<file path="config.mk">
export PLATFORM = sky130hd
export DESIGN_NAME = asq_top
export DESIGN_NICKNAME = d
export VERILOG_FILES = /design/src/verilog/asq_pkg.sv /design/src/verilog/asq_result_queue.sv /design/src/verilog/asq_seq1_engine.sv /design/src/verilog/asq_top.sv
export SDC_FILE = /design/constraint.sdc
export NUM_CORES = 1
export LEC_CHECK = 0
export BUFFER_PORTS_ARGS = -buffer_cell sky130_fd_sc_hd__buf_2
export CAP_MARGIN = 20
export CORE_MARGIN = 1.5
export CORE_UTILIZATION = 55
export CTS_BUF_LIST = sky130_fd_sc_hd__clkbuf_16
export DETAILED_ROUTE_END_ITERATION = 6
export PLACE_DENSITY = 0.75
export SLEW_MARGIN = 20
export SYNTH_ARGS = -nofsm -noshare
export SYNTH_HDL_FRONTEND = slang
export SYNTH_SLANG_ARGS = --single-unit
</file>
<file path="constraint.sdc">
create_clock -name clock_i -period 5.33 [get_ports clock_i]
set_input_delay 0.2665 -clock clock_i [delete_from_list [all_inputs] [get_ports clock_i]]
set_output_delay 0.2665 -clock clock_i [all_outputs]
set_load 0.03 [all_outputs]
</file>
<file path="src/verilog/asq_pkg.sv">
// constants, types and register map of the sample sequencer status and sequencer 1 slice
// assumes one core clock; all users import the whole package
// Functional notes
// - after reset each result queue status register reads 0x100: empty set, full clear, both indices zero.
// - the queue status register shows a read-only full flag in bit 12 and empty flag in bit 8 from live occupancy.
// - bits 7:4 of the queue status show the head index, the slot the next result is written into.
// - bits 3:0 of the queue status show the tail index, the slot the next result-port read returns.
// - sequencer 1 has its own queue status register at 0x06c with the same layout, for its own queue.
// - the sequencer 1 input select register holds four 3-bit fields at 2:0, 6:4, 10:8, 14:12; all else reads zero.
// - while sequencer 1 runs, the select field of sample n picks the input converted for sample n, n = 0 to 3.
// - the sequencer 1 control register holds four 4-bit groups of differential, last, irq-enable and temp bits, reset 0.
// - successive result-port reads return stored results in sample order until the queue is empty.
// - a result stored while the queue is full or a read while it is empty is recorded in overflow or underflow status.
// - each select field names the analog input sampled for its conversion.
// - with a sample's differential bit set the pair numbered by its select field is sampled differentially.
package asq_pkg;

	////////////////////////////////////////////////////////////////////////
	// bus and register map
	localparam int ADDR_W = 8;
	localparam int DATA_W = 32;
	localparam logic [ADDR_W-1:0] OFS_SEQ_CTRL = 8'h00;
	localparam logic [ADDR_W-1:0] OFS_IRQ_STATUS = 8'h08;
	localparam logic [ADDR_W-1:0] OFS_IRQ_MASK = 8'h0c;
	localparam logic [ADDR_W-1:0] OFS_OVERFLOW = 8'h10;
	localparam logic [ADDR_W-1:0] OFS_UNDERFLOW = 8'h18;
	localparam logic [ADDR_W-1:0] OFS_SEQ0_RESULT = 8'h48;
	localparam logic [ADDR_W-1:0] OFS_SEQ0_QSTAT = 8'h4c;
	localparam logic [ADDR_W-1:0] OFS_SEQ1_SEL = 8'h60;
	localparam logic [ADDR_W-1:0] OFS_SEQ1_CTL = 8'h64;
	localparam logic [ADDR_W-1:0] OFS_SEQ1_RESULT = 8'h68;
	localparam logic [ADDR_W-1:0] OFS_SEQ1_QSTAT = 8'h6c;

	////////////////////////////////////////////////////////////////////////
	// queue status layout
	localparam int QSTAT_FULL_BIT = 12;
	localparam int QSTAT_EMPTY_BIT = 8;
	localparam int QSTAT_HEAD_LSB = 4;
	localparam int QSTAT_TAIL_LSB = 0;
	localparam int IDX_W = 4;
	localparam logic [DATA_W-1:0] QSTAT_RESET = 32'h0000_0100;

	////////////////////////////////////////////////////////////////////////
	// sequencer 1 configuration layout
	localparam int SEQ1_SAMPLES = 4;
	localparam int CFG_W = 16;
	localparam int SEL_W = 3;
	localparam logic [CFG_W-1:0] SEL_WRITE_MASK = 16'h7777;
	localparam logic [CFG_W-1:0] CFG_RESET = 16'h0000;
	localparam int CTL_DIFF = 0;
	localparam int CTL_LAST = 1;
	localparam int CTL_IRQ_EN = 2;
	localparam int CTL_TEMP = 3;
	localparam int RESULT_W = 10;
	localparam int SEQ0_DEPTH = 8;
	localparam int SEQ1_DEPTH = 4;

	////////////////////////////////////////////////////////////////////////
	// own control, interrupt and error bits
	localparam int CTRL_START = 0;
	localparam int CTRL_BUSY = 1;
	localparam int IRQ_W = 3;
	localparam int IRQ_SAMPLE = 0;
	localparam int IRQ_OVERFLOW = 1;
	localparam int IRQ_UNDERFLOW = 2;
	localparam int ERR_W = 2;
	localparam int ERR_SEQ0 = 0;
	localparam int ERR_SEQ1 = 1;

	////////////////////////////////////////////////////////////////////////
	// types
	typedef struct packed {
		logic [SEL_W-1:0] input_sel;
		logic diff;
		logic temp;
	} asq_conv_type;

	typedef enum logic [2:0] {
		SEQ_IDLE = 3'b001,
		SEQ_ISSUE = 3'b010,
		SEQ_WAIT = 3'b100
	} asq_seq_state_type;

endpackage

</file>
<file path="src/verilog/asq_result_queue.sv">
// result queue: flip-flop storage with head and tail indices and occupancy count
// assumes push and pop come from logic on the same clock
`timescale 1ns/1ps
module asq_result_queue #(
	parameter int DEPTH = 4,
	parameter int DW = 10
) (
	// clock and reset
	input wire logic clock_i,
	input wire logic resetn_i,
	// fill side
	input wire logic push_i,
	input wire logic [DW-1:0] push_data_i,
	// drain side
	input wire logic pop_i,
	output logic [DW-1:0] head_data_o,
	// status
	output logic full_o,
	output logic empty_o,
	output logic [asq_pkg::IDX_W-1:0] head_o,
	output logic [asq_pkg::IDX_W-1:0] tail_o,
	output logic overflow_o,
	output logic underflow_o
);
	import asq_pkg::*;

	localparam int PW = (DEPTH > 1) ? $clog2(DEPTH) : 1;
	localparam logic [PW:0] DEPTH_CNT = (PW + 1)'(DEPTH);
	localparam logic [PW-1:0] LAST_IDX = PW'(DEPTH - 1);

	logic [DW-1:0] mem_r [DEPTH];
	logic [PW-1:0] head_r;
	logic [PW-1:0] tail_r;
	logic [PW:0] count_r;
	logic do_push;
	logic do_pop;

	// occupancy breaks the tie when head equals tail
	assign full_o = (head_r == tail_r) && (count_r == DEPTH_CNT);
	assign empty_o = (head_r == tail_r) && (count_r == '0);
	// a full queue refuses the result, an empty one the read
	assign do_push = push_i && !full_o;
	assign do_pop = pop_i && !empty_o;
	assign overflow_o = push_i && full_o;
	assign underflow_o = pop_i && empty_o;
	assign head_o = IDX_W'(head_r);
	assign tail_o = IDX_W'(tail_r);
	assign head_data_o = mem_r[tail_r];

	always_ff @(posedge clock_i or negedge resetn_i) begin
		if (!resetn_i) begin
			head_r <= '0;
		end else if (do_push) begin
			head_r <= (head_r == LAST_IDX) ? '0 : head_r + 1'b1;
		end
	end

	always_ff @(posedge clock_i or negedge resetn_i) begin
		if (!resetn_i) begin
			tail_r <= '0;
		end else if (do_pop) begin
			tail_r <= (tail_r == LAST_IDX) ? '0 : tail_r + 1'b1;
		end
	end

	always_ff @(posedge clock_i or negedge resetn_i) begin
		if (!resetn_i) begin
			count_r <= '0;
		end else if (do_push && !do_pop) begin
			count_r <= count_r + 1'b1;
		end else if (do_pop && !do_push) begin
			count_r <= count_r - 1'b1;
		end
	end

	generate
		for (genvar e = 0; e < DEPTH; e++) begin : g_entry
			always_ff @(posedge clock_i or negedge resetn_i) begin
				if (!resetn_i) begin
					mem_r[e] <= '0;
				end else if (do_push && head_r == PW'(e)) begin
					mem_r[e] <= push_data_i;
				end
			end
		end
	endgenerate
endmodule

</file>
<file path="src/verilog/asq_seq1_engine.sv">
// sequencer 1 stepper: walks samples 0..3 and asks the converter for one result each
// assumes the converter answers each start with one done pulse on the same clock
`timescale 1ns/1ps
module asq_seq1_engine (
	// clock and reset
	input wire logic clock_i,
	input wire logic resetn_i,
	// configuration
	input wire logic start_i,
	input wire logic [asq_pkg::CFG_W-1:0] sel_i,
	input wire logic [asq_pkg::CFG_W-1:0] ctl_i,
	// converter
	output logic conv_start_o,
	output asq_pkg::asq_conv_type conv_o,
	input wire logic conv_done_i,
	input wire logic [asq_pkg::RESULT_W-1:0] conv_data_i,
	// results
	output logic busy_o,
	output logic push_o,
	output logic [asq_pkg::RESULT_W-1:0] push_data_o,
	output logic sample_irq_o
);
	import asq_pkg::*;

	asq_seq_state_type state_r;
	logic [1:0] idx_r;
	logic [3:0] base;
	logic last_hit;

	assign base = {idx_r, 2'b00};
	// without any last bit the walk still ends after sample 3
	assign last_hit = ctl_i[base + CTL_LAST] || (idx_r == 2'(SEQ1_SAMPLES - 1));
	assign busy_o = (state_r != SEQ_IDLE);

	always_ff @(posedge clock_i or negedge resetn_i) begin
		if (!resetn_i) begin
			state_r <= SEQ_IDLE;
		end else begin
			unique case (state_r)
				SEQ_IDLE: begin
					if (start_i) begin
						state_r <= SEQ_ISSUE;
					end
				end
				SEQ_ISSUE: begin
					state_r <= SEQ_WAIT;
				end
				SEQ_WAIT: begin
					if (conv_done_i) begin
						state_r <= last_hit ? SEQ_IDLE : SEQ_ISSUE;
					end
				end
			endcase
		end
	end

	always_ff @(posedge clock_i or negedge resetn_i) begin
		if (!resetn_i) begin
			idx_r <= '0;
		end else if (state_r == SEQ_IDLE) begin
			idx_r <= '0;
		end else if (state_r == SEQ_WAIT && conv_done_i && !last_hit) begin
			idx_r <= idx_r + 1'b1;
		end
	end

	// the request is latched so the converter sees steady fields while it works
	always_ff @(posedge clock_i or negedge resetn_i) begin
		if (!resetn_i) begin
			conv_o <= '0;
			conv_start_o <= 1'b0;
		end else begin
			conv_start_o <= (state_r == SEQ_ISSUE);
			if (state_r == SEQ_ISSUE) begin
				conv_o.input_sel <= sel_i[base +: SEL_W];
				conv_o.diff <= ctl_i[base + CTL_DIFF];
				conv_o.temp <= ctl_i[base + CTL_TEMP];
			end
		end
	end

	always_ff @(posedge clock_i or negedge resetn_i) begin
		if (!resetn_i) begin
			push_o <= 1'b0;
			push_data_o <= '0;
			sample_irq_o <= 1'b0;
		end else begin
			push_o <= (state_r == SEQ_WAIT) && conv_done_i;
			sample_irq_o <= (state_r == SEQ_WAIT) && conv_done_i && ctl_i[base + CTL_IRQ_EN];
			if (state_r == SEQ_WAIT && conv_done_i) begin
				push_data_o <= conv_data_i;
			end
		end
	end
endmodule

</file>
<file path="src/verilog/asq_top.sv">
// sequencer status and sequencer 1 slice behind a classic wishbone slave
// assumes converter handshake and sequencer 0 results come from logic on clock_i
`timescale 1ns/1ps
module asq_top (
	// clock and reset
	input wire logic clock_i,
	input wire logic resetn_i,
	// wishbone slave
	input wire logic wb_cyc_i,
	input wire logic wb_stb_i,
	input wire logic wb_we_i,
	input wire logic [asq_pkg::ADDR_W-1:0] wb_adr_i,
	input wire logic [3:0] wb_sel_i,
	input wire logic [asq_pkg::DATA_W-1:0] wb_dat_i,
	output logic [asq_pkg::DATA_W-1:0] wb_dat_o,
	output logic wb_ack_o,
	// converter
	output logic conv_start_o,
	output asq_pkg::asq_conv_type conv_o,
	input wire logic conv_done_i,
	input wire logic [asq_pkg::RESULT_W-1:0] conv_data_i,
	// sequencer 0 results
	input wire logic seq0_push_i,
	input wire logic [asq_pkg::RESULT_W-1:0] seq0_data_i,
	// interrupt
	output logic irq_o
);
	import asq_pkg::*;

	////////////////////////////////////////////////////////////////////////
	// bus decode

	logic req;
	logic wr;
	logic rd;
	logic [DATA_W-1:0] lane_mask;
	logic [DATA_W-1:0] wdata;

	// ack is given one cycle after the request and never twice in a row
	assign req = wb_cyc_i && wb_stb_i && !wb_ack_o;
	assign wr = req && wb_we_i;
	assign rd = req && !wb_we_i;
	assign lane_mask = {{8{wb_sel_i[3]}}, {8{wb_sel_i[2]}}, {8{wb_sel_i[1]}}, {8{wb_sel_i[0]}}};
	assign wdata = wb_dat_i & lane_mask;

	////////////////////////////////////////////////////////////////////////
	// address decode, one strobe per register except the two queue status registers

	logic hit_ctrl;
	logic hit_irq_status;
	logic hit_irq_mask;
	logic hit_overflow;
	logic hit_underflow;
	logic hit_seq0_result;
	logic hit_seq1_result;
	logic hit_seq1_sel;
	logic hit_seq1_ctl;

	assign hit_ctrl = (wb_adr_i == OFS_SEQ_CTRL);
	assign hit_irq_status = (wb_adr_i == OFS_IRQ_STATUS);
	assign hit_irq_mask = (wb_adr_i == OFS_IRQ_MASK);
	assign hit_overflow = (wb_adr_i == OFS_OVERFLOW);
	assign hit_underflow = (wb_adr_i == OFS_UNDERFLOW);
	assign hit_seq0_result = (wb_adr_i == OFS_SEQ0_RESULT);
	assign hit_seq1_result = (wb_adr_i == OFS_SEQ1_RESULT);
	assign hit_seq1_sel = (wb_adr_i == OFS_SEQ1_SEL);
	assign hit_seq1_ctl = (wb_adr_i == OFS_SEQ1_CTL);

	////////////////////////////////////////////////////////////////////////
	// configuration registers

	logic [CFG_W-1:0] seq1_input_select_r;
	logic [CFG_W-1:0] seq1_sample_control_r;
	logic [IRQ_W-1:0] irq_mask_r;
	logic start_r;

	always_ff @(posedge clock_i or negedge resetn_i) begin
		if (!resetn_i) begin
			seq1_input_select_r <= CFG_RESET;
		end else if (wr && hit_seq1_sel) begin
			// gaps between the select fields stay zero
			seq1_input_select_r <= ((wdata[CFG_W-1:0] & lane_mask[CFG_W-1:0]) |
				(seq1_input_select_r & ~lane_mask[CFG_W-1:0])) & SEL_WRITE_MASK;
		end
	end

	always_ff @(posedge clock_i or negedge resetn_i) begin
		if (!resetn_i) begin
			seq1_sample_control_r <= CFG_RESET;
		end else if (wr && hit_seq1_ctl) begin
			seq1_sample_control_r <= wdata[CFG_W-1:0] |
				(seq1_sample_control_r & ~lane_mask[CFG_W-1:0]);
		end
	end

	always_ff @(posedge clock_i or negedge resetn_i) begin
		if (!resetn_i) begin
			irq_mask_r <= '0;
		end else if (wr && hit_irq_mask && wb_sel_i[0]) begin
			irq_mask_r <= wdata[IRQ_W-1:0];
		end
	end

	// start is a one-cycle pulse; a write while busy is ignored by the engine
	always_ff @(posedge clock_i or negedge resetn_i) begin
		if (!resetn_i) begin
			start_r <= 1'b0;
		end else begin
			start_r <= wr && hit_ctrl && wdata[CTRL_START];
		end
	end

	////////////////////////////////////////////////////////////////////////
	// sequencer 1 engine and the two result queues

	logic busy;
	logic push1;
	logic [RESULT_W-1:0] push1_data;
	logic sample_irq;
	logic pop0;
	logic pop1;
	logic [RESULT_W-1:0] head0_data;
	logic [RESULT_W-1:0] head1_data;
	logic full0;
	logic full1;
	logic empty0;
	logic empty1;
	logic [IDX_W-1:0] head0;
	logic [IDX_W-1:0] head1;
	logic [IDX_W-1:0] tail0;
	logic [IDX_W-1:0] tail1;
	logic ovf0;
	logic ovf1;
	logic unf0;
	logic unf1;
	logic start_go;

	// a start while the walk runs is dropped, not queued
	assign start_go = start_r && !busy;

	asq_seq1_engine u_engine (
		.clock_i(clock_i),
		.resetn_i(resetn_i),
		.start_i(start_go),
		.sel_i(seq1_input_select_r),
		.ctl_i(seq1_sample_control_r),
		.conv_start_o(conv_start_o),
		.conv_o(conv_o),
		.conv_done_i(conv_done_i),
		.conv_data_i(conv_data_i),
		.busy_o(busy),
		.push_o(push1),
		.push_data_o(push1_data),
		.sample_irq_o(sample_irq)
	);

	// a read of the result port takes the head entry and advances the tail
	assign pop0 = rd && hit_seq0_result;
	assign pop1 = rd && hit_seq1_result;

	asq_result_queue #(
		.DEPTH(SEQ0_DEPTH),
		.DW(RESULT_W)
	) u_queue0 (
		.clock_i(clock_i),
		.resetn_i(resetn_i),
		.push_i(seq0_push_i),
		.push_data_i(seq0_data_i),
		.pop_i(pop0),
		.head_data_o(head0_data),
		.full_o(full0),
		.empty_o(empty0),
		.head_o(head0),
		.tail_o(tail0),
		.overflow_o(ovf0),
		.underflow_o(unf0)
	);

	asq_result_queue #(
		.DEPTH(SEQ1_DEPTH),
		.DW(RESULT_W)
	) u_queue1 (
		.clock_i(clock_i),
		.resetn_i(resetn_i),
		.push_i(push1),
		.push_data_i(push1_data),
		.pop_i(pop1),
		.head_data_o(head1_data),
		.full_o(full1),
		.empty_o(empty1),
		.head_o(head1),
		.tail_o(tail1),
		.overflow_o(ovf1),
		.underflow_o(unf1)
	);

	////////////////////////////////////////////////////////////////////////
	// error and interrupt status

	logic [ERR_W-1:0] overflow_status_r;
	logic [ERR_W-1:0] underflow_status_r;
	logic [IRQ_W-1:0] irq_status_r;
	logic [ERR_W-1:0] ovf_set;
	logic [ERR_W-1:0] unf_set;
	logic [IRQ_W-1:0] irq_set;
	logic [ERR_W-1:0] ovf_clr;
	logic [ERR_W-1:0] unf_clr;

	assign ovf_set = {ovf1, ovf0};
	assign unf_set = {unf1, unf0};
	assign irq_set = {|unf_set, |ovf_set, sample_irq};
	assign ovf_clr = (wr && hit_overflow) ? wdata[ERR_W-1:0] : '0;
	assign unf_clr = (wr && hit_underflow) ? wdata[ERR_W-1:0] : '0;

	// write one to clear; an event in the same cycle keeps its bit set
	always_ff @(posedge clock_i or negedge resetn_i) begin
		if (!resetn_i) begin
			overflow_status_r <= '0;
		end else begin
			overflow_status_r <= (overflow_status_r & ~ovf_clr) | ovf_set;
		end
	end

	always_ff @(posedge clock_i or negedge resetn_i) begin
		if (!resetn_i) begin
			underflow_status_r <= '0;
		end else begin
			underflow_status_r <= (underflow_status_r & ~unf_clr) | unf_set;
		end
	end

	// read of the status register clears it, set wins over the clear
	always_ff @(posedge clock_i or negedge resetn_i) begin
		if (!resetn_i) begin
			irq_status_r <= '0;
		end else if (rd && hit_irq_status) begin
			irq_status_r <= irq_set;
		end else begin
			irq_status_r <= irq_status_r | irq_set;
		end
	end

	logic irq_pending;

	// registered so the pin does not glitch while status and mask settle
	assign irq_pending = |(irq_status_r & irq_mask_r);

	always_ff @(posedge clock_i or negedge resetn_i) begin
		if (!resetn_i) begin
			irq_o <= 1'b0;
		end else begin
			irq_o <= irq_pending;
		end
	end

	////////////////////////////////////////////////////////////////////////
	// read mux

	function automatic logic [DATA_W-1:0] qstat(input logic full, input logic empty,
		input logic [IDX_W-1:0] head, input logic [IDX_W-1:0] tail);
		logic [DATA_W-1:0] v;
		v = '0;
		v[QSTAT_FULL_BIT] = full;
		v[QSTAT_EMPTY_BIT] = empty;
		v[QSTAT_HEAD_LSB +: IDX_W] = head;
		v[QSTAT_TAIL_LSB +: IDX_W] = tail;
		return v;
	endfunction

	logic [DATA_W-1:0] qstat0;
	logic [DATA_W-1:0] qstat1;
	logic [DATA_W-1:0] result0;
	logic [DATA_W-1:0] result1;

	assign qstat0 = qstat(full0, empty0, head0, tail0);
	assign qstat1 = qstat(full1, empty1, head1, tail1);
	// an empty queue reads as zero rather than a stale slot
	assign result0 = empty0 ? '0 : DATA_W'(head0_data);
	assign result1 = empty1 ? '0 : DATA_W'(head1_data);

	logic [DATA_W-1:0] rdata;

	always_comb begin
		rdata = '0;
		unique case (wb_adr_i)
			OFS_SEQ_CTRL: rdata[CTRL_BUSY] = busy;
			OFS_IRQ_STATUS: rdata[IRQ_W-1:0] = irq_status_r;
			OFS_IRQ_MASK: rdata[IRQ_W-1:0] = irq_mask_r;
			OFS_OVERFLOW: rdata[ERR_W-1:0] = overflow_status_r;
			OFS_UNDERFLOW: rdata[ERR_W-1:0] = underflow_status_r;
			OFS_SEQ0_RESULT: rdata = result0;
			OFS_SEQ0_QSTAT: rdata = qstat0;
			OFS_SEQ1_SEL: rdata[CFG_W-1:0] = seq1_input_select_r;
			OFS_SEQ1_CTL: rdata[CFG_W-1:0] = seq1_sample_control_r;
			OFS_SEQ1_RESULT: rdata = result1;
			OFS_SEQ1_QSTAT: rdata = qstat1;
			default: rdata = '0;
		endcase
	end

	always_ff @(posedge clock_i or negedge resetn_i) begin
		if (!resetn_i) begin
			wb_ack_o <= 1'b0;
			wb_dat_o <= '0;
		end else begin
			wb_ack_o <= req;
			wb_dat_o <= rd ? rdata : '0;
		end
	end
endmodule

</file>
==> results of run 1 <==
==> stage by stage <==
stage | area, um2 | setup WS (ns) | cells | total power [mW] | hold slack, ns
floorplan | 10450 | 2.611 | 749 | 3.623 | -0.02909
global placement | 10890 | 2.154 | 1015 | 3.874 | 0.3135
detailed placement | 10900 | 2.032 | 1016 | 4.048 | 0.3315
CTS | 11850 | 1.994 | 1073 | 5.735 | 0.0008468
global route | 11850 | 1.734 | 1073 | 5.991 | 0.004111
finish | 11850 | 1.976 | 1073 | 5.700 | 0.005282
==> cell usage after synthesis (all sizes together) (2+ instances only) <==
library cell and count:
a222oi 6, clkbuf 12, and3 12, mux2 187
fa 2, a22oi 11, ha 18, nor3b 3
nor4 5, and3b 2, nand3b 2, a21oi 7
nor3 7, nand2 33, buf 39, inv 12
a32oi 2, mux4 37, a31oi 7, or2 2
and2 2, or3 2, and4bb 2, nand3 11
mux2i 4, o21ai 12, xnor2 9, a21o 2
nor2 31, nand4 5, dfrtp 216, nand2b 5
xor2 4
==> cell type report <==
class / instances / area, um2 / area share (%)
repair buffers: 102 / 629.4 / 5.310
clock inverters: 16 / 200.2 / 1.689
clock buffers: 23 / 575.6 / 4.856
flip-flops and latches: 217 / 5431 / 45.83
inverters: 12 / 45.04 / 0.3800
multi-input cells: 469 / 4678 / 39.47
well taps: 234 / 292.8 / 2.470
==> final timing paths <==
kind | start | to | slack (ns)
min reg2reg | u_queue1.mem_r[18] | u_queue1.mem_r[18] | 0.50
max reg2reg | u_queue0.tail_r[2] | u_queue0.count_r[3] | 1.98
max | u_queue0.tail_r[2] | u_queue0.count_r[3] | 1.98
min in group asynchronous | resetn_i | u_engine.conv_o[3] | 0.33
min | wb_dat_i[15] | flip-flop | 0.005
max in group asynchronous | resetn_i | u_engine.push_data_o[5] | 3.55
==> repair_timing <==
| item | 4_1_cts | 5_1_grt |
|---|---|---|
| endpoints found under the hold margin | 93 | 0 |
| setup buffers | 0 | 0 |
| endpoints found under the setup margin | 0 | 0 |
| hold buffers | 18 | 0 |
==> routing by layer <==
| metal | vias up | share of wire [%] |
|---|---|---|
| met5 | - | 0 |
| met4 | 0 | 2.3 |
| met3 | 41 | 6.0 |
| met2 | 232 | 50 |
| met1 | 3442 | 42 |
| li1 | 2863 | - |
==> power breakdown <==
part	leakage, nW	internal, mW	switching (mW)
Sequential	2.76	2.20	0.418
Clock	0.389	1.02	0.630
Combinational	2.25	0.864	0.570
Total	5.41	4.08	1.62
==> cells by family (layout without fill, tap and decap cells) <==
family	Yosys count	in the layout	share of synthesized area (%)
mux	228	228	29.39
simple gates	132	132	7.212
compound gates	60	60	4.142
other cells	1	16	0.03609
buf+inv	63	153	3.299
xor+xnor	13	13	1.096
flops	217	217	52.27
fa+ha+maj	20	20	2.553
==> reports/results.txt, run 1 <==
Mean post-synth cell area: 14.16 um2
Vias in the first global route: 6,882
Most frequent cells in the layout: dfrtp_1, mux2_2, buf_2, mux4_2, nor2_1
Nets: 916
Slew Viols, Final: 0
Synthesized flop and latch total: 217
GR Util met3: 4.274%
DRT Pass-1 Iters: 7
H-tree Lvls: 1
Worst skew pair latency: 0.51 ns
Gr busiest metal: met2
Num CTS Buffers: 23
Antenna violations before repair: 0
Crit path max-delay cell type: dfrtp_1
Row cnt: 50
M1 GR Usage: 33.64%
Most common cell after layout, fill and taps aside: dfrtp_1
Sequential fraction of the synthesis area: 52.27%
Max clock buf depth: 3
Buf+Inv Stages, Crit Path: 2
Failing checks: DRC
Post-cts resize count: 0
Max FO, Critical Path: 17
Largest net degree at the start of global routing: 78
Starting density of the core: 55.74%
Min Clock Period, post-route: 3.354 ns
Status: finished with violations
CORE AREA: 0.01864 mm2
Post-synth top area share: 52.02%
Share of layout cells above drive strength 1: 42.79%
Top cells by area, synth: dfrtp_1, mux2_2, mux4_2, mux2_4, ha_1
FFs w/ async S/R, synth: 100.0%
Mapped cell area: 0.01039 mm2
Final setup viols: 0
Leading area contributor after synthesis: dfrtp_1
Skew final: 0.01566 ns
Drt total wl: 23.77 mm
RSZ-0062 raised after global routing: no
CP endpoint kind: flip-flop
Post-synth EDFFs: 0
Area grow syn2layout: 14.06%
Delay-heaviest family, CP: flip-flops
Tot GR Track Use: 24.91%
Leak Pwr: 5.406 nW
Met2 Track Usage GR: 41.71%
Crit-path cells: xnor2_1 -> and4_1 -> nor4_2 -> inv_1 -> ha_1 -> inv_1 -> ha_1 -> a21o_1 -> a21oi_1 -> xnor2_1 -> nor2_1 -> xnor2_1
Fin. Hold Viols: 0
Startpoint Class: flip-flop
Die Y: 140.5 um
Maximum VDD drop: 0.0002689 V
# diodes: 0
DR iter-0 viols: 523
Slew margin rel.: 36.69%
Vias/cell: 6.130
Hold depth: 2
Most frequent CP cell: xnor2_1
Clock root buffer: clkbuf_16
Remaining DRCs: 1
Via count: 6,578
Die width: 140.5 um
Post-detail-place hpwl: 16.09 mm
Min-Delay Path Class: in2reg
Crit Path Class: reg2reg
GRT overflow: 0
First-pass GRT wire length: 38.05 mm
Crit path depth: 12
Tcrit/Tclk final: 62.92%
Final-layout fill cell count: 1,356
Fin util: 63.58%
Mapped Cells: 734
Max-cap violations: 0
Slew @ Worst Pin: 0.9497 ns
Placer Congestion: 0.9353
Fin Setup TNS: 0 ns
Yosys cell types: 66
Clock slew at reported path FFs: 0.06 ns
Max incr delay on CP: 0.91 ns
YS warnings: 0
Port Buffer Count: 76
R2R cell count: 12
Power per cell area: 480.9 mW/mm2
Num ports: 111
CTS tree: yes
Main flop type after synthesis: dfrtp_1
Clk sink count: 217
Required time of the critical path: 5.72 ns
Worst endpoint data arrival time: 3.74 ns
Fmax: 298.2 MHz
Drt wl/cell: 22.15 um
Antenna viol nets, final: 0
Die area: 0.01973 mm2
Power figures use the tool's default switching activity.
==> inputs of run 2 (changes only) <==
==> constraint.sdc (replaced) <==
create_clock -name clock_i -period 3.1 [get_ports clock_i]
set_input_delay 0.155 -clock clock_i [delete_from_list [all_inputs] [get_ports clock_i]]
set_output_delay 0.155 -clock clock_i [all_outputs]
set_load 0.03 [all_outputs]
==> run 2 against run 1 <==
  * The run now ends clean
  * Utilization grew 1.8 points
  * Final area grew 2.8%
  * Die area is the same
  * Register-to-register slack lost 1.6 ns
  * Fmax grew 21%
  * Highest routed layer unchanged
  * First-iteration DRC count shrank 7.8%
  * Via count grew 2.2%
  * Global-route usage grew 0.76 points
  * Power grew 74%
  * Critical endpoint unchanged
  * Sequential cell count is the same
  * Wire length grew 2.8%
==> reports/results.txt, run 2 (synthesis gave the netlist of run 1 again) <==
Status: complete, no violations (was finished with violations)
Fmax: 361.2 MHz (was 298.2 MHz)
Startpoint Class: flip-flop (unchanged)
Maximum VDD drop: 0.0006128 V (was 0.0002689 V)
Tcrit/Tclk final: 89.31% (was 62.92%)
Slew margin rel.: 48.34% (was 36.69%)
Fin Setup TNS: 0 ns (unchanged)
M1 GR Usage: 33.85% (was 33.64%)
Required time of the critical path: 3.49 ns (was 5.72 ns)
Clock slew at reported path FFs: 0.06 ns (about the same)
GR Util met3: 4.376% (was 4.274%)
Final setup viols: 0 (unchanged)
Max-cap violations: 0 (unchanged)
Worst endpoint data arrival time: 3.16 ns (was 3.74 ns)
Post-CTS Setup Repair Bufs: 0 (unchanged)
H-tree Lvls: 1 (unchanged)
RSZ-0062 raised after global routing: no (unchanged)
GRT overflow: 0 (unchanged)
Final-layout fill cell count: 1,332 (was 1,356)
Tot GR Track Use: 25.68% (was 24.91%)
Die Y: 140.5 um (unchanged)
Nets: 947 (was 916)
Remaining DRCs: 0 (was 1)
Slew Viols, Final: 0 (unchanged)
Final cell count without fillers: 1,108 (was 1,073)
Power per cell area: 814.1 mW/mm2 (was 480.9 mW/mm2)
CTS tree: yes (unchanged)
Vias/cell: 6.070 (was 6.130)
Multi-input gate area: 0.004678 mm2 (unchanged)
Met2 Track Usage GR: 43.59% (was 41.71%)
CORE AREA: 0.01864 mm2 (unchanged)
Area grow syn2layout: 17.28% (was 14.06%)
Die area: 0.01973 mm2 (unchanged)
Drt total wl: 24.44 mm (was 23.77 mm)
Max clock buf depth: 3 (unchanged)
Row cnt: 50 (unchanged)
Largest net degree at the start of global routing: 97 (was 78)
Gr busiest metal: met2 (unchanged)
Area after DPL: 0.01098 mm2 (was 0.01090 mm2)
Min-Delay Path Class: in2reg (unchanged)
Drt wl/cell: 22.06 um (was 22.15 um)
Num ports: 111 (unchanged)
Placer Congestion: 0.8922 (was 0.9353)
Port Buffer Count: 76 (unchanged)
Slew @ Worst Pin: 0.7749 ns (was 0.9497 ns)
Design area: 0.01219 mm2 (was 0.01185 mm2)
Clock root buffer: clkbuf_16 (unchanged)
Post-detail-place hpwl: 16.39 mm (was 16.09 mm)
DRT Pass-1 Iters: 5 (was 7)
Die width: 140.5 um (unchanged)
Most common cell after layout, fill and taps aside: dfrtp_1 (unchanged)
Share of layout cells above drive strength 1: 42.56% (was 42.79%)
Max FO, Critical Path: 5 (was 17)
Skew final: 0.009813 ns (was 0.01566 ns)
Starting density of the core: 55.74% (unchanged)
CP endpoint kind: flip-flop (unchanged)
Worst Min Path Start: wb_cyc_i (was wb_dat_i[15])
Clk sink count: 217 (unchanged)
Crit Path Class: reg2reg (unchanged)
R2R Path Start: wb_ack_o (was u_queue0.tail_r[2])
Min Clock Period, post-route: 2.769 ns (was 3.354 ns)
DP Cell Count: 1,025 (was 1,016)
Worst skew pair latency: 0.52 ns (was 0.51 ns)
Fin. Hold Viols: 0 (unchanged)
Post-cts resize count: 0 (unchanged)
Via count: 6,726 (was 6,578)
Vias in the first global route: 7,205 (was 6,882)
DR iter-0 viols: 482 (was 523)
Antenna viol nets, final: 0 (unchanged)
Critical path origin: wb_ack_o (was u_queue0.tail_r[2])
Antenna violations before repair: 0 (unchanged)
First-pass GRT wire length: 39.15 mm (was 38.05 mm)
Register Area: 0.005431 mm2 (unchanged)
Most frequent cells in the layout: dfrtp_1, mux2_2, buf_2, dlygate4sd3_1, mux4_2 (was dfrtp_1, mux2_2, buf_2, mux4_2, nor2_1)
Num CTS Buffers: 24 (was 23)
# hold bufs at CTS: 39 (was 18)
# diodes: 0 (unchanged)
Leak Pwr: 5.566 nW (was 5.406 nW)
[run 2: path summary, 6_finish.rpt]
check	end	slack [ns]	depth (start not counted)
max reg2reg	u_queue0.count_r[3]	0.33	12
min in group asynchronous	u_engine.state_r[1]	0.29	2
min reg2reg	irq_status_r[0]	0.45	1
max	u_queue0.count_r[3]	0.33	12
min	wb_ack_o	0.02	2
max in group asynchronous	u_queue0.mem_r[35]	1.87	3
[run 2: worst max-delay path, stage by stage, from the launching register on]
cell	delay [ns]
dfrtp_1	0.40
and4bb_2	0.42
nand2_1	0.12
nor4_2	0.31
inv_1	0.08
ha_1	0.23
inv_1	0.14
ha_1	0.25
a21o_1	0.16
a21oi_1	0.22
xnor2_1	0.15
nor2_1	0.07
xnor2_1	0.12
[run 2: per-stage QoR]
step / hold slack (ns) / worst slack (ns) / utilization (%) / power (mW)
after floorplan: -0.1406 / 0.3815 / - / 6.229
after global placement: 0.2756 / 0.4198 / 58.88 / 6.684
after detailed placement: 0.2962 / 0.3121 / 58.88 / 6.972
after CTS: 0.001672 / 0.3267 / 65.37 / 9.964
after global routing: 0.01530 / 0.1803 / 65.37 / 10.42
final: 0.02004 / 0.3315 / 65.37 / 9.921
[run 2: power breakdown]
group	leakage, nW	switching (mW)	internal, mW
combinational	2.39	1.00	1.51
sequential	2.76	0.703	3.78
clock	0.408	1.14	1.79
total	5.57	2.84	7.08
[run 2: layer usage]
metal  vias up  share of wire (%)
met5         -                  0
met4         0                3.2
met3        59                5.0
met2       231                 50
met1      3502                 42
li1       2934                  -
[run 2: final cells by class]
class	instances	area share, %
clock inverters	19	1.591
inverters	12	0.3696
repair buffers	132	7.546
clock buffers	25	5.133
flip-flops and latches	217	44.57
well taps	234	2.402
multi-input cells	469	38.39
==> inputs of run 3 (changes only) <==
--- a/config.mk
+++ b/config.mk
@@ -7,10 +7,12 @@
 export LEC_CHECK = 0
 export BUFFER_PORTS_ARGS = -buffer_cell sky130_fd_sc_hd__buf_2
 export CAP_MARGIN = 20
+export CORE_ASPECT_RATIO = 1.25
 export CORE_MARGIN = 1.5
 export CORE_UTILIZATION = 55
 export CTS_BUF_LIST = sky130_fd_sc_hd__clkbuf_16
 export DETAILED_ROUTE_END_ITERATION = 6
+export HOLD_SLACK_MARGIN = 0.06
 export PLACE_DENSITY = 0.75
 export SLEW_MARGIN = 20
 export SYNTH_ARGS = -nofsm -noshare
==> run 3 against run 2 <==
  * The run now ends with DRC left
  * Sequential power about the same
  * Critical path depth unchanged
  * Critical path type unchanged
  * Critical endpoint unchanged
  * Worst hold slack improved by 0.081 ns
==> reports/results.txt, run 3 (synthesis gave the netlist of run 1 again) <==
Remaining DRCs: 10 (was 0)
Final setup viols: 0 (unchanged)
GRT overflow: 0 (unchanged)
Slew Viols, Final: 0 (unchanged)
Setup crit end: u_queue0.count_r[3] (unchanged)
Antenna viol nets, final: 0 (unchanged)
Delay-heaviest family, CP: simple AND/OR/NAND/NOR gates (unchanged)
Maximum VDD drop: 0.0005193 V (was 0.0006128 V)
Leak Pwr: 5.521 nW (was 5.566 nW)
Tot GR Track Use: 25.13% (was 25.68%)
Slew @ Worst Pin: 0.8384 ns (was 0.7749 ns)
Status: finished with violations (was complete, no violations)
# hold bufs at CTS: 42 (was 39)
# diodes: 0 (unchanged)
Hold slack: 0.1011 ns (was 0.02004 ns)
Failing checks: DRC
Tcrit/Tclk final: 89.59% (was 89.31%)
Max clock buf depth: 3 (unchanged)
Startpoint Class: flip-flop (unchanged)
Max FO, Critical Path: 5 (unchanged)
Placer Congestion: 0.9571 (was 0.8922)
Max-cap violations: 0 (unchanged)
CTS tree: yes (unchanged)
Via count: 6,636 (was 6,726)
FF-to-FF setup slack: 0.32 ns (was 0.33 ns)
Clock root buffer: clkbuf_16 (unchanged)
Nets: 949 (was 947)
R2R cell count: 12 (unchanged)
Critical path origin: wb_ack_o (unchanged)
Most frequent cells in the layout: dfrtp_1, mux2_2, buf_2, dlygate4sd3_1, mux4_2 (unchanged)
CORE AREA: 0.01864 mm2 (about the same)
Port Buffer Count: 76 (unchanged)
Worst endpoint data arrival time: 3.16 ns (about the same)
First-pass GRT wire length: 38.64 mm (was 39.15 mm)
Crit path depth: 12 (unchanged)
Min-Delay Path Class: in2reg (unchanged)
DR iter-0 viols: 521 (was 482)
Power per cell area: 782.7 mW/mm2 (was 814.1 mW/mm2)
Max incr delay on CP: 0.42 ns (about the same)
RSZ-0062 raised after global routing: no (unchanged)
Setup ws final: 0.3227 ns (was 0.3315 ns)
Num CTS Buffers: 22 (was 24)
H-tree Lvls: 1 (unchanged)
Largest net degree at the start of global routing: 103 (was 97)
Post-detail-place hpwl: 16.55 mm (was 16.39 mm)
DRT Pass-1 Iters: 7 (was 5)
Clock slew at reported path FFs: 0.06 ns (about the same)
Drt wl/cell: 21.72 um (was 22.06 um)
Required time of the critical path: 3.48 ns (was 3.49 ns)
Post-cts resize count: 0 (unchanged)
Final-layout fill cell count: 1,315 (was 1,332)
Vias in the first global route: 7,190 (was 7,205)
Fmax: 360.1 MHz (was 361.2 MHz)
Vias/cell: 6.000 (was 6.070)
Fin util: 64.81% (was 65.37%)
Die width: 125.9 um (was 140.5 um)
Starting density of the core: 55.75% (was 55.74%)
Skew final: 0.01822 ns (was 0.009813 ns)
Crit path max-delay cell type: and4bb_2 (unchanged)
Fin. Hold Viols: 0 (unchanged)
Die area: 0.01973 mm2 (about the same)
Antenna violations before repair: 0 (unchanged)
Clk sink count: 217 (unchanged)
Crit Path Class: reg2reg (unchanged)
Fin Setup TNS: 0 ns (unchanged)
CP endpoint kind: flip-flop (unchanged)
Min Clock Period, post-route: 2.777 ns (was 2.769 ns)
Pre-CTS setup slack: 0.3342 ns (was 0.3121 ns)
R2R Path Start: wb_ack_o (unchanged)
Row cnt: 56 (was 50)
Drt total wl: 24.03 mm (was 24.44 mm)
Worst skew pair latency: 0.50 ns (was 0.52 ns)
Share of layout cells above drive strength 1: 41.88% (was 42.56%)
Num ports: 111 (unchanged)
Post-CTS Setup Repair Bufs: 0 (unchanged)
Buf+Inv Stages, Crit Path: 2 (unchanged)
Slew margin rel.: 44.11% (was 48.34%)
Crit-path cells: and4bb_2 -> nand2_1 -> nor4_2 -> inv_1 -> ha_1 -> inv_1 -> ha_1 -> a21o_1 -> a21oi_1 -> xnor2_1 -> nor2_1 -> xnor2_1 (unchanged)
RR Endpoint: u_queue0.count_r[3] (unchanged)
Most common cell after layout, fill and taps aside: dfrtp_1 (unchanged)
Area grow syn2layout: 16.24% (was 17.28%)
Die Y: 156.7 um (was 140.5 um)
run 3: worst min-delay path by stage:
stage | start | slack (ns) | depth (start not counted) | to
CTS | wb_adr_i[1] | 0.07 | 4 | wb_dat_o[0]
detailed placement | resetn_i | 0.32 | 1 | u_queue0.count_r[0]
global placement | resetn_i | 0.30 | 1 | u_queue0.mem_r[28]
global route | wb_adr_i[6] | 0.12 | 4 | wb_dat_o[2]
finish | wb_adr_i[1] | 0.10 | 4 | wb_dat_o[0]
floorplan | resetn_i | -0.14 | 0 | asynchronous set/reset pin
run 3: stage by stage:
| step | instances | power (mW) | area [um2] |
|---|---|---|---|
| 2_1_floorplan | 749 | 6.229 | 10450 |
| 3_3_place_gp | 1024 | 6.694 | 10980 |
| 3_5_place_dp | 1024 | 6.982 | 10980 |
| 4_1_cts | 1106 | 9.528 | 12080 |
| 5_1_grt | 1106 | 9.970 | 12080 |
| 6_report | 1106 | 9.454 | 12080 |
run 3: worst register-to-register path, cell delays in order, from the launching register on:
cell and delay [ns]:
dfrtp_1 0.41, and4bb_2 0.42, nand2_1 0.13, nor4_2 0.34, inv_1 0.08, ha_1 0.23, inv_1 0.14, ha_1 0.26
a21o_1 0.15, a21oi_1 0.17, xnor2_1 0.13, nor2_1 0.06, xnor2_1 0.12
run 3: cell type report:
class | count | area [um2] | area share [%]
sequential | 217 | 5431 | 44.97
multi-input combinational | 469 | 4678 | 38.73
timing repair buffer | 136 | 957.2 | 7.924
clock buffer | 23 | 575.6 | 4.765
tap | 232 | 290.3 | 2.403
clock inverter | 17 | 101.3 | 0.8390
inverter | 12 | 45.04 | 0.3729
run 3: power by group:
part	leakage, nW	internal (mW)	switching [mW]
logic	2.41	1.51	0.983
clock network	0.346	1.42	1.06
registers	2.76	3.78	0.705
total	5.52	6.71	2.75
run 3: metal layers:
layer | GRT usage [%] | wire [um]
met2 | 45.13 | 12910
met1 | 31.61 | 9526
met3 | 3.487 | 1079
met5 | 0 | 0
met4 | 8.046 | 514
